## config.mk

```make
export PLATFORM = sky130hd
export DESIGN_NAME = msa_adc_dev_flat
export DESIGN_NICKNAME = d
export VERILOG_FILES = /design/src/msa_pkg.sv /design/src/msa_link_if.sv /design/src/msa_adc_dev.sv /design/src/flat_wrapper.sv
export SDC_FILE = /design/constraint.sdc
export NUM_CORES = 1
export LEC_CHECK = 0
export BUFFER_PORTS_ARGS = -buffer_cell sky130_fd_sc_hd__buf_2
export CAP_MARGIN = 40
export CORE_MARGIN = 2
export CORE_UTILIZATION = 61
export CTS_CLUSTER_SIZE = 10
export DETAILED_ROUTE_END_ITERATION = 10
export GPL_TIMING_DRIVEN = 0
export PLACE_DENSITY = 0.94
export SYNTH_ARGS = -nofsm -noshare
export SYNTH_HDL_FRONTEND = slang
export SYNTH_SLANG_ARGS = --single-unit
export TNS_END_PERCENT = 5
```

## constraint.sdc

```tcl
create_clock -name clk_i -period 5.9 [get_ports clk_i]
set_input_delay 0.295 -clock clk_i [delete_from_list [all_inputs] [get_ports clk_i]]
set_output_delay 0.295 -clock clk_i [all_outputs]
set_load 0.1 [all_outputs]
```

## src/msa_pkg.sv

```systemverilog
// Purpose: Shared constants for the multiplexed SAR converter and its controller
// Assumes: 100 MHz system clock, conversion clock made by the controller
// Notes:   Controller register offsets are byte addresses on the plain port

package msa_pkg;

  // ****************************************
  // Converter geometry
  // ****************************************
  localparam int RES_W    = 14;
  localparam int ADDR_W   = 4;
  localparam int CH_N     = 16;
  localparam int SEG_W    = 4;
  localparam int FINE_W   = 10;

  // ****************************************
  // Conversion sequence, in conversion clocks
  // ****************************************
  localparam int CONV_CYC  = 20;
  localparam int SAMP_CYC  = 3;
  localparam int TRIAL_END = SAMP_CYC + RES_W - 1;

  // ****************************************
  // Timing
  // ****************************************
  localparam int CLK_NS      = 10;
  localparam int CONV_CLK_NS = 1000;
  localparam int HALF_CNT    = CONV_CLK_NS / (2 * CLK_NS);
  localparam int START_HOLD  = 4;
  localparam int READ_HOLD   = 8;

  // ****************************************
  // Controller registers
  // ****************************************
  localparam logic [7:0] OFS_CTRL   = 8'h00;
  localparam logic [7:0] OFS_CHAN   = 8'h04;
  localparam logic [7:0] OFS_STATUS = 8'h08;
  localparam logic [7:0] OFS_MASK   = 8'h0c;
  localparam logic [7:0] OFS_DATA   = 8'h10;

  localparam int CTRL_EN    = 0;
  localparam int CTRL_CONT  = 1;
  localparam int CTRL_OE    = 2;
  localparam int CTRL_START = 3;

  localparam int ST_DONE  = 0;
  localparam int ST_DROP  = 1;
  localparam int ST_BUSY  = 8;
  localparam int ST_EOC   = 9;
  localparam int ST_WAKE  = 10;
  localparam int EVT_W    = 2;

  localparam logic [31:0] CTRL_RST = 32'h0000_0000;
  localparam logic [31:0] MASK_RST = 32'h0000_0000;

  typedef enum logic [1:0] {
    MSA_IDLE   = 2'b00,
    MSA_SAMPLE = 2'b01,
    MSA_TRIAL  = 2'b11,
    MSA_FINISH = 2'b10
  } msa_state_t;

endpackage

```

## src/msa_link_if.sv

```systemverilog
// Purpose: Pin-level link between converter and controller
// Assumes: Data lines idle high while nobody drives them
// Notes:   Pull-up stands for the released shared bus

`timescale 1ns/1ps

interface msa_link_if;
  import msa_pkg::*;

  logic              conv_clk;
  logic              en;
  logic              start_convert;
  logic [ADDR_W-1:0] addr;
  logic              oe;
  logic              busy_n;
  logic              eoc;
  logic [RES_W-1:0]  data_out;
  logic              data_oe;
  logic [RES_W-1:0]  data_bus;

  // Released bus reads as all ones
  assign data_bus = data_oe ? data_out : {RES_W{1'b1}};

  modport dev (
    input  conv_clk, en, start_convert, addr, oe,
    output busy_n, eoc, data_out, data_oe
  );

  modport ctl (
    output conv_clk, en, start_convert, addr, oe,
    input  busy_n, eoc, data_bus
  );
endinterface

```

## src/msa_adc_dev.sv

```systemverilog
// Purpose: Digital sequencer of the 16-channel 14-bit SAR converter
// Assumes: All link pins and the comparator are asynchronous to clk_i
// Notes:   Conversion clock is sampled, not used as a clock
//
// The implementer's own choices: the register offsets and strobed register access.

`timescale 1ns/1ps

module msa_adc_dev
  import msa_pkg::*;
(
  // Clock, reset, enable
  input  wire logic              clk_i,
  input  wire logic              nrst_i,
  input  wire logic              ce_i,
  // Link to controller
  msa_link_if.dev                link,
  // Analog front end
  input  wire logic              cmp_i,
  output logic [ADDR_W-1:0]      mux_sel_o,
  output logic                   mux_en_o,
  output logic                   track_o,
  output logic [SEG_W-1:0]       coarse_seg_o,
  output logic [FINE_W-1:0]      fine_code_o
);

  // ****************************************
  // Pin synchronisers
  // ****************************************
  localparam int SW = 4 + ADDR_W;

  logic [SW-1:0] s1_q, s1_d, s2_q, s2_d;
  logic          cclk_s3_q, cclk_s3_d;
  logic          start_s3_q, start_s3_d;

  logic cclk_s, en_s, start_s, oe_s, cmp_s;
  logic [ADDR_W-1:0] addr_s;

  always_comb begin
    s1_d       = {link.conv_clk, link.en, link.start_convert, link.oe, link.addr};
    s2_d       = s1_q;
    cclk_s3_d  = cclk_s;
    start_s3_d = start_s;
  end

  always_ff @(posedge clk_i) begin
    if (!nrst_i) begin
      s1_q       <= '0;
      s2_q       <= '0;
      cclk_s3_q  <= 1'b0;
      start_s3_q <= 1'b0;
    end else if (ce_i) begin
      s1_q       <= s1_d;
      s2_q       <= s2_d;
      cclk_s3_q  <= cclk_s3_d;
      start_s3_q <= start_s3_d;
    end
  end

  assign {cclk_s, en_s, start_s, oe_s, addr_s} = s2_q;

  // Comparator is analog, synchronised separately
  logic cmp_s1_q, cmp_s2_q;

  always_ff @(posedge clk_i) begin
    if (!nrst_i) begin
      cmp_s1_q <= 1'b0;
      cmp_s2_q <= 1'b0;
    end else if (ce_i) begin
      cmp_s1_q <= cmp_i;
      cmp_s2_q <= cmp_s1_q;
    end
  end

  assign cmp_s = cmp_s2_q;

  logic cclk_rise, start_rise;
  assign cclk_rise  = cclk_s & ~cclk_s3_q;
  assign start_rise = start_s & ~start_s3_q;

  // ****************************************
  // Conversion sequencer
  // ****************************************
  msa_state_t        state_q, state_d;
  logic [4:0]        cnt_q, cnt_d;
  logic              pend_q, pend_d;
  logic [ADDR_W-1:0] ch_q, ch_d;
  logic [RES_W-1:0]  sar_q, sar_d;
  logic [RES_W-1:0]  res_q, res_d;
  logic              eoc_q, eoc_d;
  logic              busy_n_q, busy_n_d;

  // Bit under trial for a given edge index
  function automatic logic [RES_W-1:0] bit_mask(input logic [4:0] idx);
    logic [4:0] pos;
    // Edge index one below the counter: MSB trial is placed at SAMP_CYC - 1
    pos = 5'(TRIAL_END - 1) - idx;
    bit_mask = RES_W'(1) << pos;
  endfunction

  always_comb begin
    state_d  = state_q;
    cnt_d    = cnt_q;
    pend_d   = pend_q;
    ch_d     = ch_q;
    sar_d    = sar_q;
    res_d    = res_q;
    eoc_d    = eoc_q;
    busy_n_d = busy_n_q;

    // Starts during a conversion are dropped, not queued
    if (start_rise && state_q == MSA_IDLE && en_s) begin
      pend_d = 1'b1;
    end

    if (!en_s) begin
      // Sleep aborts; logic state is suspect until a full cycle runs
      state_d  = MSA_IDLE;
      pend_d   = 1'b0;
      busy_n_d = 1'b1;
      cnt_d    = '0;
    end else if (cclk_rise) begin
      cnt_d = cnt_q + 5'd1;
      case (state_q)
        MSA_IDLE: begin
          cnt_d = '0;
          if (pend_q) begin
            pend_d   = 1'b0;
            ch_d     = addr_s;
            sar_d    = '0;
            eoc_d    = 1'b0;
            busy_n_d = 1'b0;
            state_d  = MSA_SAMPLE;
          end
        end
        MSA_SAMPLE: begin
          if (cnt_q == 5'(SAMP_CYC - 1)) begin
            sar_d   = bit_mask(5'(SAMP_CYC - 1));
            state_d = MSA_TRIAL;
          end
        end
        MSA_TRIAL: begin
          if (!cmp_s) begin
            sar_d = sar_q & ~bit_mask(cnt_q - 5'd1);
          end
          if (cnt_q == 5'(TRIAL_END)) begin
            state_d = MSA_FINISH;
          end else begin
            sar_d = sar_d | bit_mask(cnt_q);
          end
        end
        MSA_FINISH: begin
          if (cnt_q == 5'(CONV_CYC - 1)) begin
            res_d    = sar_q;
            eoc_d    = 1'b1;
            busy_n_d = 1'b1;
            state_d  = MSA_IDLE;
          end
        end
        default: begin
          state_d = MSA_IDLE;
        end
      endcase
    end
  end

  always_ff @(posedge clk_i) begin
    if (!nrst_i) begin
      state_q  <= MSA_IDLE;
      cnt_q    <= '0;
      pend_q   <= 1'b0;
      ch_q     <= '0;
      sar_q    <= '0;
      res_q    <= '0;
      eoc_q    <= 1'b0;
      busy_n_q <= 1'b1;
    end else if (ce_i) begin
      state_q  <= state_d;
      cnt_q    <= cnt_d;
      pend_q   <= pend_d;
      ch_q     <= ch_d;
      sar_q    <= sar_d;
      res_q    <= res_d;
      eoc_q    <= eoc_d;
      busy_n_q <= busy_n_d;
    end
  end

  // ****************************************
  // Outputs
  // ****************************************
  assign link.busy_n   = busy_n_q;
  assign link.eoc      = eoc_q;
  assign link.data_out = res_q;
  assign link.data_oe  = oe_s;

  assign mux_sel_o    = ch_q;
  assign mux_en_o     = en_s;
  assign track_o      = (state_q == MSA_SAMPLE);
  assign coarse_seg_o = sar_q[RES_W-1:FINE_W];
  assign fine_code_o  = sar_q[FINE_W-1:0];

endmodule

```

## src/flat_wrapper.sv

```systemverilog
// flat-port wrapper written by rule: the top's interface ports become plain ports
module msa_adc_dev_flat import msa_pkg::*;
  (clk_i, nrst_i, ce_i, cmp_i, mux_sel_o, mux_en_o, track_o, coarse_seg_o, fine_code_o, link_conv_clk, link_en, link_start_convert, link_addr, link_oe, link_busy_n, link_eoc, link_data_out, link_data_oe);
  msa_link_if link_i ();
  input  wire logic clk_i;
  input  wire logic nrst_i;
  input  wire logic ce_i;
  input  wire logic cmp_i;
  output logic [ADDR_W-1:0] mux_sel_o;
  output logic mux_en_o;
  output logic track_o;
  output logic [SEG_W-1:0] coarse_seg_o;
  output logic [FINE_W-1:0] fine_code_o;
  input wire logic [$bits(link_i.conv_clk)-1:0] link_conv_clk;
  input wire logic [$bits(link_i.en)-1:0] link_en;
  input wire logic [$bits(link_i.start_convert)-1:0] link_start_convert;
  input wire logic [$bits(link_i.addr)-1:0] link_addr;
  input wire logic [$bits(link_i.oe)-1:0] link_oe;
  output wire logic [$bits(link_i.busy_n)-1:0] link_busy_n;
  output wire logic [$bits(link_i.eoc)-1:0] link_eoc;
  output wire logic [$bits(link_i.data_out)-1:0] link_data_out;
  output wire logic [$bits(link_i.data_oe)-1:0] link_data_oe;
  assign link_i.conv_clk = link_conv_clk;
  assign link_i.en = link_en;
  assign link_i.start_convert = link_start_convert;
  assign link_i.addr = link_addr;
  assign link_i.oe = link_oe;
  assign link_busy_n = link_i.busy_n;
  assign link_eoc = link_i.eoc;
  assign link_data_out = link_i.data_out;
  assign link_data_oe = link_i.data_oe;
  msa_adc_dev u_core (.clk_i(clk_i), .nrst_i(nrst_i), .ce_i(ce_i), .link(link_i), .cmp_i(cmp_i), .mux_sel_o(mux_sel_o), .mux_en_o(mux_en_o), .track_o(track_o), .coarse_seg_o(coarse_seg_o), .fine_code_o(fine_code_o));
endmodule
```

==> flow_summary.ini, run 1 <==
[drt]
detail_route.vias_per_cell = 5.98
postRouteAntennaNets = 0
remaining_drc_errors = 0
drt_iter0_drc = 216
route.detailed.wl_per_inst_um = 16.1
route.vias.total = 2869
finalWirelength_um = 7750
drt_pass1_iterations = 5

[place]
detailedPlacementHpwl_um = 5540
buffers_added_on_ports = 48
place.gp.congestion = 0.948

[clock_tree]
cts.reportedPaths.clkPinSlew_ns = 0.07
post_cts.resized_instances = 0
ctsHoldBuffers = 0
clock_network_latency_to_the_later_pin_of_the_worst_skew_pair_ns = 0.35
htree_levels = 3
clock-sinks = 62
tritoncts = done
cts_buffer_depth = 2
post-cts-setup-buffer-count = 0
cts-buffers-inserted = 9
clock_tree_root = sky130_fd_sc_hd__clkbuf_8

[yosys]
yosys_warns = 0
yosys.cell_types.count = 48
synth_seq_area_share_pct = 39.7
post_synth_instance_area_mm2 = 0.00313
synth_edf_count = 0
netlist_instances = 345
postSynthAreaPerCell_um2 = 9.07
dominantRegCellSynth = sky130_fd_sc_hd__dfxtp_1
postSynthRegisterBits = 62
syn-num-nets = 373
postSynth.asyncResetShare_pct = 0

[layout]
area.growth.synth_to_final_pct = 16.5
num-nets-final = 433
seq_area_mm2 = 0.00124
final_layout_size_suffix_gt1_share_pct = 19.3
antenna-diode-count = 0
utilization_pct = 72.3
layout_common_cells = 62 x sky130_fd_sc_hd__dfxtp_1, 53 x sky130_fd_sc_hd__buf_2, 48 x sky130_fd_sc_hd__nor2_1, 40 x sky130_fd_sc_hd__mux2i_1, 19 x sky130_fd_sc_hd__nand4_1
layout.cells.most_common = sky130_fd_sc_hd__dfxtp_1
fillerInstances = 377
area_of_the_multi_input_gates_mm2 = 0.00173

[die]
start_util_pct = 62.0
placement_rows = 26
coreArea_mm2 = 0.00504
design.die.area_mm2 = 0.00572
chipWidth_um = 75.6
num_io_pins = 49
die_h_um = 75.6

[critical_path]
worst_setup_path_start_kind = register
critPathLaunch = u_core.cnt_q[0]$_SDFFE_PN0P_
timing.reg2reg.setup_slack_ns = 2.99
arrival_ns = 3.14
critical_path.max_fanout = 9
crit_end = u_core.sar_q[13]$_SDFFE_PN0P_
worst_ep_required_time_ns = 6.13
criticalPathCategory = register to register
crit-reg2reg-launch = u_core.cnt_q[0]$_SDFFE_PN0P_
worstRegToRegCells = 8
reg2reg_to = u_core.sar_q[13]$_SDFFE_PN0P_
crit_path_end_kind = register

[timing]
unrepaired_setup_endpoints_after_global_routing = no
worst_slew_margin_rel_pct = 40.9
setup_viol_count_final = 0
fmax_mhz = 344
tightestPinTransition_ns = 0.879
layout_min_cycle_time_ns = 2.91
hold_viol_final = 0
timing.final.crit_share_pct = 49.3
fin_worst_skew_ns = 0.00906
tns_ns = 0
slew_viol_final = 0

[worst_hold_path]
hold_class = primary input to register
hold_path_startpoint = link_addr[1]

[pwr]
power_switching_share_pct = 24.8
static-leakage-power_nw = 1.55
comb_power_share_pct = 4.7
internal_power_w = 0.000601
clock_power_share_pct = 41.7
seqPwrFrac_pct = 53.6
power_dens_cells_mw_per_mm2 = 219
switching_power_w = 0.000198
worst_ir_drop_vdd_mv = 0.198

[global_routing]
antenna_found_initial = 0
gr-usage-all-layers_pct = 27.9
grt_remaining_overflow = 0
first_global_vias = 2591
grt_start_max_net_pins = 12
grt_pass1_wl_um = 12000

[job]
drv.max_cap_violation_count = 0

[run_status]
run_status = complete, no violations
## synthesized netlist by cell type, drive strengths merged (2+ instances only)
master	n	area share, %
or4	2	0.60
a31oi	14	2.8
mux2i	40	13
nor3	9	1.4
and2	4	0.80
a2111oi	2	0.60
nor4	5	1.5
o31ai	2	0.48
nand3	17	2.7
nor2	48	5.8
inv	10	1.2
or3	2	0.40
ha	16	6.4
clkbuf	10	1.2
o211ai	18	4.3
o22ai	2	0.40
a21oi	2	0.32
and4b	2	0.64
nand2b	7	1.4
o21ai	6	1.1
nand4	19	3.8
buf	13	2.4
nand2	9	1.2
o221a	2	0.72
dfxtp	62	40
nor3b	3	0.72
nor2b	6	1.2
## critical path, cell delays in order, from the launching register on
cell                        delay (ns)
sky130_fd_sc_hd__dfxtp_1          0.50
sky130_fd_sc_hd__inv_1            0.15
sky130_fd_sc_hd__ha_1             0.28
sky130_fd_sc_hd__nor3b_1          0.16
sky130_fd_sc_hd__ha_1             0.32
sky130_fd_sc_hd__nor3b_1          0.64
sky130_fd_sc_hd__a41oi_1          0.23
sky130_fd_sc_hd__a2111oi_1        0.44
sky130_fd_sc_hd__nor3_1           0.07
## metrics by stage
| step | std cells | instance area (µm²) | hold slack, ns | power (W) | setup WS (ns) |
|---|---|---|---|---|---|
| CTS | 480 | 3640 | 0.179 | 0.000799 | 3.01 |
| floorplan | 345 | 3130 | 0.442 | 0.000462 | 3.25 |
| finish | 480 | 3640 | 0.169 | 0.000799 | 2.99 |
| global placement | 463 | 3460 | 0.447 | 0.000472 | 3.21 |
| detailed placement | 464 | 3470 | 0.458 | 0.000474 | 3.13 |
| global route | 480 | 3640 | 0.191 | 0.000821 | 2.90 |
## layer usage
| layer | GRT usage, % | routed length (µm) |
|---|---|---|
| met5 | 0 | 0 |
| met4 | 13.6 | 196 |
| met3 | 6.35 | 498 |
| met2 | 44.9 | 3710 |
| met1 | 35.2 | 3340 |
## cells by family after synthesis
kind of cell | synth area share, %
AOI/OAI and AO/OA | 12.4
adders and majority gates | 6.40
buffers and inverters | 4.88
DFF | 39.7
muxes | 13.2
and+or+nand+nor | 23.5
## flip-flops by register name, indices dropped and copies added (netlist names), 2 cells and up
signal,count
u_core.mux_sel_o,4
u_core.state_q,2
u_core.s1_q,8
u_core.sar_q,14
u_core.cnt_q,5
u_core.s2_q,8
u_core.link.data_out,14
## power groups by stage
stage               logic [W]  clock network [W]  registers (W)
floorplan           0.0000225                  0       0.000440
global route        0.0000407           0.000352       0.000428
global placement    0.0000355                  0       0.000437
finish              0.0000377           0.000333       0.000428
CTS                 0.0000376           0.000334       0.000428
detailed placement  0.0000369                  0       0.000437
## cell type report
type | instances | share of cell area [%]
plain buffers | 23 | 3.06
clock buffers | 11 | 3.88
clock inverters | 5 | 0.962
inverters | 11 | 1.13
multi-input cells | 249 | 47.6
flip-flops and latches | 62 | 34.1
well taps | 70 | 2.40
repair buffers | 49 | 6.90
## worst min-delay path by stage
| stage | to | slack [ns] | depth (start not counted) |
|---|---|---|---|
| 6_report | u_core.s1_q[1]$_SDFFE_PN0P_ | 0.17 | 3 |
| 5_1_grt | u_core.s1_q[6]$_SDFFE_PN0P_ | 0.19 | 3 |
| 4_1_cts | u_core.s1_q[1]$_SDFFE_PN0P_ | 0.18 | 3 |
| 3_5_place_dp | u_core.link.eoc$_SDFFE_PN0P_ | 0.46 | 2 |
| 3_3_place_gp | u_core.link.eoc$_SDFFE_PN0P_ | 0.45 | 2 |
| 2_1_floorplan | u_core.cmp_s1_q$_SDFFE_PN0P_ | 0.44 | 2 |
No activity file was read; power rests on OpenSTA's default activity.
==> run 2: changes to the inputs <==
- CORE_UTILIZATION: 61 -> 51
- PLACE_DENSITY: 0.94 -> 0.85
- clock period: 5.9 -> 2.65 ns (I/O delays scaled with it)
==> run 2 against run 1 <==
- worst hold slack got worse by 0.15 ns
- fmax increased by 13%
- first-iteration DRC count up 72%
- flip-flop and latch count unchanged
- sequential power grew 120%
- power up 120%
- design area up 0.48%
- largest cell class unchanged
==> flow_summary.ini, run 2 (synthesis gave the netlist of run 1 again) <==
[pwr]
worst_ir_drop_vdd_mv = 0.426
clock_power_share_pct = 41.5
static-leakage-power_nw = 1.54
seqPwrFrac_pct = 53.8
power_dens_cells_mw_per_mm2 = 484
switching_power_w = 0.000456
power_switching_share_pct = 25.7
internal_power_w = 0.00132
comb_power_share_pct = 4.7

[clock_tree]
cts.reportedPaths.clkPinSlew_ns = 0.08
tritoncts = done
clock-sinks = 62
htree_levels = 3
cts_buffer_depth = 2
cts-buffers-inserted = 9
clock_network_latency_to_the_later_pin_of_the_worst_skew_pair_ns = 0.35
clock_tree_root = sky130_fd_sc_hd__clkbuf_8

[die]
coreArea_mm2 = 0.00592
start_util_pct = 52.8
chipWidth_um = 82.3
num_io_pins = 49
die_h_um = 82.3
design.die.area_mm2 = 0.00678
placement_rows = 28

[timing]
fmax_mhz = 389
layout_min_cycle_time_ns = 2.57
slew_viol_final = 0
hold_viol_final = 0
unrepaired_setup_endpoints_after_global_routing = yes
fin_worst_skew_ns = 0.0212
tightestPinTransition_ns = 0.783
setup_viol_count_final = 0
whs_ns = 0.0235
worst_slew_margin_rel_pct = 47.3
postLayoutSetupSlackWorst_ns = 0.0796
timing.final.crit_share_pct = 97.0

[global_routing]
antenna_found_initial = 0
gr-usage-all-layers_pct = 23.0
grt_remaining_overflow = 0
grt_start_max_net_pins = 12
grt_pass1_wl_um = 11800
first_global_vias = 2535

[layout]
area_of_the_multi_input_gates_mm2 = 0.00176
final_layout_size_suffix_gt1_share_pct = 20.0
area.growth.synth_to_final_pct = 17.0
layout.cells.most_common = sky130_fd_sc_hd__dfxtp_1
final_cell_area_mm2 = 0.00366
layout_common_cells = 62 x sky130_fd_sc_hd__dfxtp_1, 54 x sky130_fd_sc_hd__buf_2, 48 x sky130_fd_sc_hd__nor2_1, 40 x sky130_fd_sc_hd__mux2i_1, 19 x sky130_fd_sc_hd__nand4_1
num-nets-final = 434
utilization_pct = 61.8
seq_area_mm2 = 0.00124
antenna-diode-count = 0
fillerInstances = 506

[critical_path]
worst_ep_required_time_ns = 2.88
timing.reg2reg.setup_slack_ns = 0.08
worst_setup_path_start_kind = register
criticalPathCategory = register to register
crit_path_end_kind = register
arrival_ns = 2.80
critical_path.max_fanout = 9

[place]
place_worst_setup_slack_ns = -0.126
placedInstanceArea_mm2 = 0.00347
buffers_added_on_ports = 48
place.gp.congestion = 0.951
detailedPlacementHpwl_um = 5480

[drt]
route.detailed.wl_per_inst_um = 16.0
detail_route.vias_per_cell = 6.00
drt_iter0_drc = 371
drt_pass1_iterations = 6
finalWirelength_um = 7750
route.vias.total = 2915
remaining_drc_errors = 0
postRouteAntennaNets = 0

[run_status]
run_status = complete, no violations

[worst_hold_path]
hold_class = primary input to register

[job]
drv.max_cap_violation_count = 0
## run 2: cell type report
class / instances / area share (%)
plain buffers: 23 / 3.04
clock buffers: 11 / 3.59
clock inverters: 5 / 0.957
inverters: 11 / 1.13
multi-input cells: 249 / 48.0
flip-flops and latches: 62 / 33.9
well taps: 75 / 2.56
repair buffers: 50 / 6.84
## run 2: path summary, 6_finish.rpt
kind / start / end / depth (start not counted)
setup / recovery: u_core.cnt_q[0]$_SDFFE_PN0P_ / u_core.sar_q[13]$_SDFFE_PN0P_ / 8
setup reg to reg: u_core.cnt_q[0]$_SDFFE_PN0P_ / u_core.sar_q[13]$_SDFFE_PN0P_ / 8
hold reg to reg: u_core.link.eoc$_SDFFE_PN0P_ / u_core.link.eoc$_SDFFE_PN0P_ / 2
hold / removal: cmp_i / u_core.cmp_s1_q$_SDFFE_PN0P_ / 3
## run 2: metrics by stage
stage                     std cells  TNS, ns  power [W]
after CTS                       485        0    0.00177
after global routing            486  -0.0773    0.00182
after floorplan                 345        0    0.00103
after global placement          468  -0.0255    0.00105
final                           486        0    0.00177
after detailed placement        469   -0.126    0.00106
## run 2: layer usage
metal	track usage (%)	up-vias	routed length, µm
met5	0	-	0
met4	12.0	0	255
met3	4.57	32	462
met2	38.5	121	3670
met1	27.9	1366	3360
li1	-	1396	-
## run 2: worst max-delay path, cell delays in order (launching register included)
cell and delay [ns]:
sky130_fd_sc_hd__dfxtp_1 0.49, sky130_fd_sc_hd__inv_1 0.15, sky130_fd_sc_hd__ha_1 0.28, sky130_fd_sc_hd__nor3b_1 0.16
sky130_fd_sc_hd__ha_1 0.37, sky130_fd_sc_hd__nor3b_4 0.33, sky130_fd_sc_hd__a41oi_1 0.17, sky130_fd_sc_hd__a2111oi_1 0.42
sky130_fd_sc_hd__nor3_1 0.08
## run 2: power by group through the flow
| stage | Sequential, W | Clock (W) | Combinational [W] |
|---|---|---|---|
| floorplan | 0.000979 | 0 | 0.0000502 |
| global placement | 0.000973 | 0 | 0.0000799 |
| finish | 0.000953 | 0.000735 | 0.0000834 |
| global route | 0.000954 | 0.000778 | 0.0000908 |
| detailed placement | 0.000973 | 0 | 0.0000827 |
| CTS | 0.000952 | 0.000738 | 0.0000831 |
## run 2: what timing repair did
action	CTS	global route
pin swaps	0	0
hold buffers	0	0
setup endpoints to repair	1	11
gates resized for setup	1	4
hold endpoints to repair	0	0
buffers inserted	0	0
==> run 3: changes to the inputs <==
- CORE_UTILIZATION: 51 -> 56
- PLACE_DENSITY: 0.85 -> 0.88
- clock period: 2.65 -> 2.7 ns (I/O delays scaled with it)
==> run 3 against run 2 <==
- highest routed layer unchanged
- largest cell class unchanged
- sequential share of layout area decreased by 0.34 points
- critical path type unchanged
- wire length increased by 0.30%
- global-route usage increased by 3.3 points
- critical endpoint is now u_core.state_q[0]$_SDFFE_PN0P_
- setup slack improved by 0.044 ns
- clock skew decreased by 0.0071 ns
==> flow_summary.ini, run 3 (synthesis gave the netlist of run 1 again) <==
[timing]
tightestPinTransition_ns = 0.827
fin_worst_skew_ns = 0.0141
worst_slew_margin_rel_pct = 44.4
tns_ns = 0
hold_viol_final = 0
slew_viol_final = 0
whs_ns = 0.0296
timing.final.crit_share_pct = 95.4
fmax_mhz = 388
unrepaired_setup_endpoints_after_global_routing = yes
setup_viol_count_final = 0
layout_min_cycle_time_ns = 2.58

[drt]
detail_route.vias_per_cell = 5.93
postRouteAntennaNets = 0
drt_pass1_iterations = 4
drt_iter0_drc = 227
route.detailed.wl_per_inst_um = 16.1
route.vias.total = 2856
remaining_drc_errors = 0
finalWirelength_um = 7780

[critical_path]
crit_chain = inv_1, ha_1, nor3b_1, ha_1, nor2b_1, a2111oi_0, and2_1, o211ai_1
critPathLaunch = u_core.cnt_q[1]$_SDFFE_PN0P_
worst_ep_required_time_ns = 2.93
critPathSlowestCell = sky130_fd_sc_hd__a2111oi_0
crit_path_end_kind = register
critical_path.max_fanout = 8
criticalPathCategory = register to register
arrival_ns = 2.80
critical_path.max_stage_delay_ns = 0.63
worst_setup_path_start_kind = register
dominant_cell_type_by_count_on_the_critical_path = sky130_fd_sc_hd__ha_1
crit-reg2reg-launch = u_core.cnt_q[1]$_SDFFE_PN0P_

[layout]
antenna-diode-count = 0
layout_common_cells = 62 x sky130_fd_sc_hd__dfxtp_1, 53 x sky130_fd_sc_hd__buf_2, 48 x sky130_fd_sc_hd__nor2_1, 40 x sky130_fd_sc_hd__mux2i_1, 19 x sky130_fd_sc_hd__nand4_1
utilization_pct = 68.0
layout.cells.most_common = sky130_fd_sc_hd__dfxtp_1
num-nets-final = 433
final_layout_size_suffix_gt1_share_pct = 20.2
area.growth.synth_to_final_pct = 18.2

[global_routing]
gr-usage-all-layers_pct = 26.3
grt_start_max_net_pins = 13
grt_remaining_overflow = 0
grt_pass1_wl_um = 12800
first_global_vias = 2684
antenna_found_initial = 0

[clock_tree]
ctsHoldBuffers = 0
cts.reportedPaths.clkPinSlew_ns = 0.08
clock_network_latency_to_the_later_pin_of_the_worst_skew_pair_ns = 0.34
tritoncts = done
clock-sinks = 62
cts-buffers-inserted = 9
htree_levels = 3
clock_tree_root = sky130_fd_sc_hd__clkbuf_8
cts_buffer_depth = 2

[die]
num_io_pins = 49
design.die.area_mm2 = 0.00620
placement_rows = 27
start_util_pct = 57.5
die_h_um = 78.7
coreArea_mm2 = 0.00544
chipWidth_um = 78.7

[pwr]
static-leakage-power_nw = 1.56
power_dens_cells_mw_per_mm2 = 502
worst_ir_drop_vdd_mv = 0.369

[worst_hold_path]
hold_path_startpoint = link_addr[1]
hold_class = primary input to register

[run_status]
run_status = complete, no violations

[place]
place.gp.congestion = 0.987
buffers_added_on_ports = 48
detailedPlacementHpwl_um = 5550

[job]
drv.max_cap_violation_count = 0
-- run 3: path summary, 6_finish.rpt --
| kind | to | slack (ns) | cells after the start |
|---|---|---|---|
| worst max register to register | u_core.state_q[0]$_SDFFE_PN0P_ | 0.12 | 8 |
| worst min register to register | u_core.link.eoc$_SDFFE_PN0P_ | 0.47 | 2 |
| worst max-delay path | u_core.state_q[0]$_SDFFE_PN0P_ | 0.12 | 8 |
| worst min-delay path | u_core.s1_q[1]$_SDFFE_PN0P_ | 0.03 | 3 |
-- run 3: layer usage --
layer	up-vias	part of all wire [%]	GRT usage (%)
li1	1392	-	-
met1	1348	45	34.1
met2	102	47	42.8
met3	14	5.7	4.09
met4	0	2.1	12.8
met5	-	0	0
-- run 3: power breakdown --
| part | internal [W] | total (W) | switching [W] | leakage, nW |
|---|---|---|---|---|
| combinational | 0.0000284 | 0.0000817 | 0.0000533 | 0.957 |
| clock | 0.000456 | 0.000839 | 0.000383 | 0.103 |
| sequential | 0.000927 | 0.000935 | 0.00000768 | 0.502 |
-- run 3: repair_timing --
item / in CTS / in global routing
resized for setup: 1 / 3
endpoints found under the setup margin: 1 / 19
buffers inserted: 0 / 0
-- run 3: critical path: cells and delay by family (launching register included) --
kind	cells	cell delay, ns
buffers and inverters	1	0.19
and+or+nand+nor	3	0.63
adders and majority gates	2	0.51
AOI/OAI and AO/OA	2	0.73
DFF	1	0.40
-- run 3: layout make-up --
cell class	count	area, µm²
Multi-Input combinational cell	249	1760
Tap cell	72	90.1
Fill cell	423	1740
Clock buffer	10	138
Inverter	11	41.3
Timing Repair Buffer	49	251
Buffer	23	111
Sequential cell	62	1240
Clock inverter	6	68.8
-- run 3: through the flow --
step	worst slack [ns]	power, W	cell area (µm²)	instances
2_1_floorplan	0.0512	0.00101	3130	345
3_3_place_gp	-0.0166	0.00103	3460	465
3_5_place_dp	-0.0696	0.00104	3470	466
4_1_cts	0.0788	0.00186	3680	482
5_1_grt	-0.0530	0.00191	3700	482
6_report	0.124	0.00186	3700	482
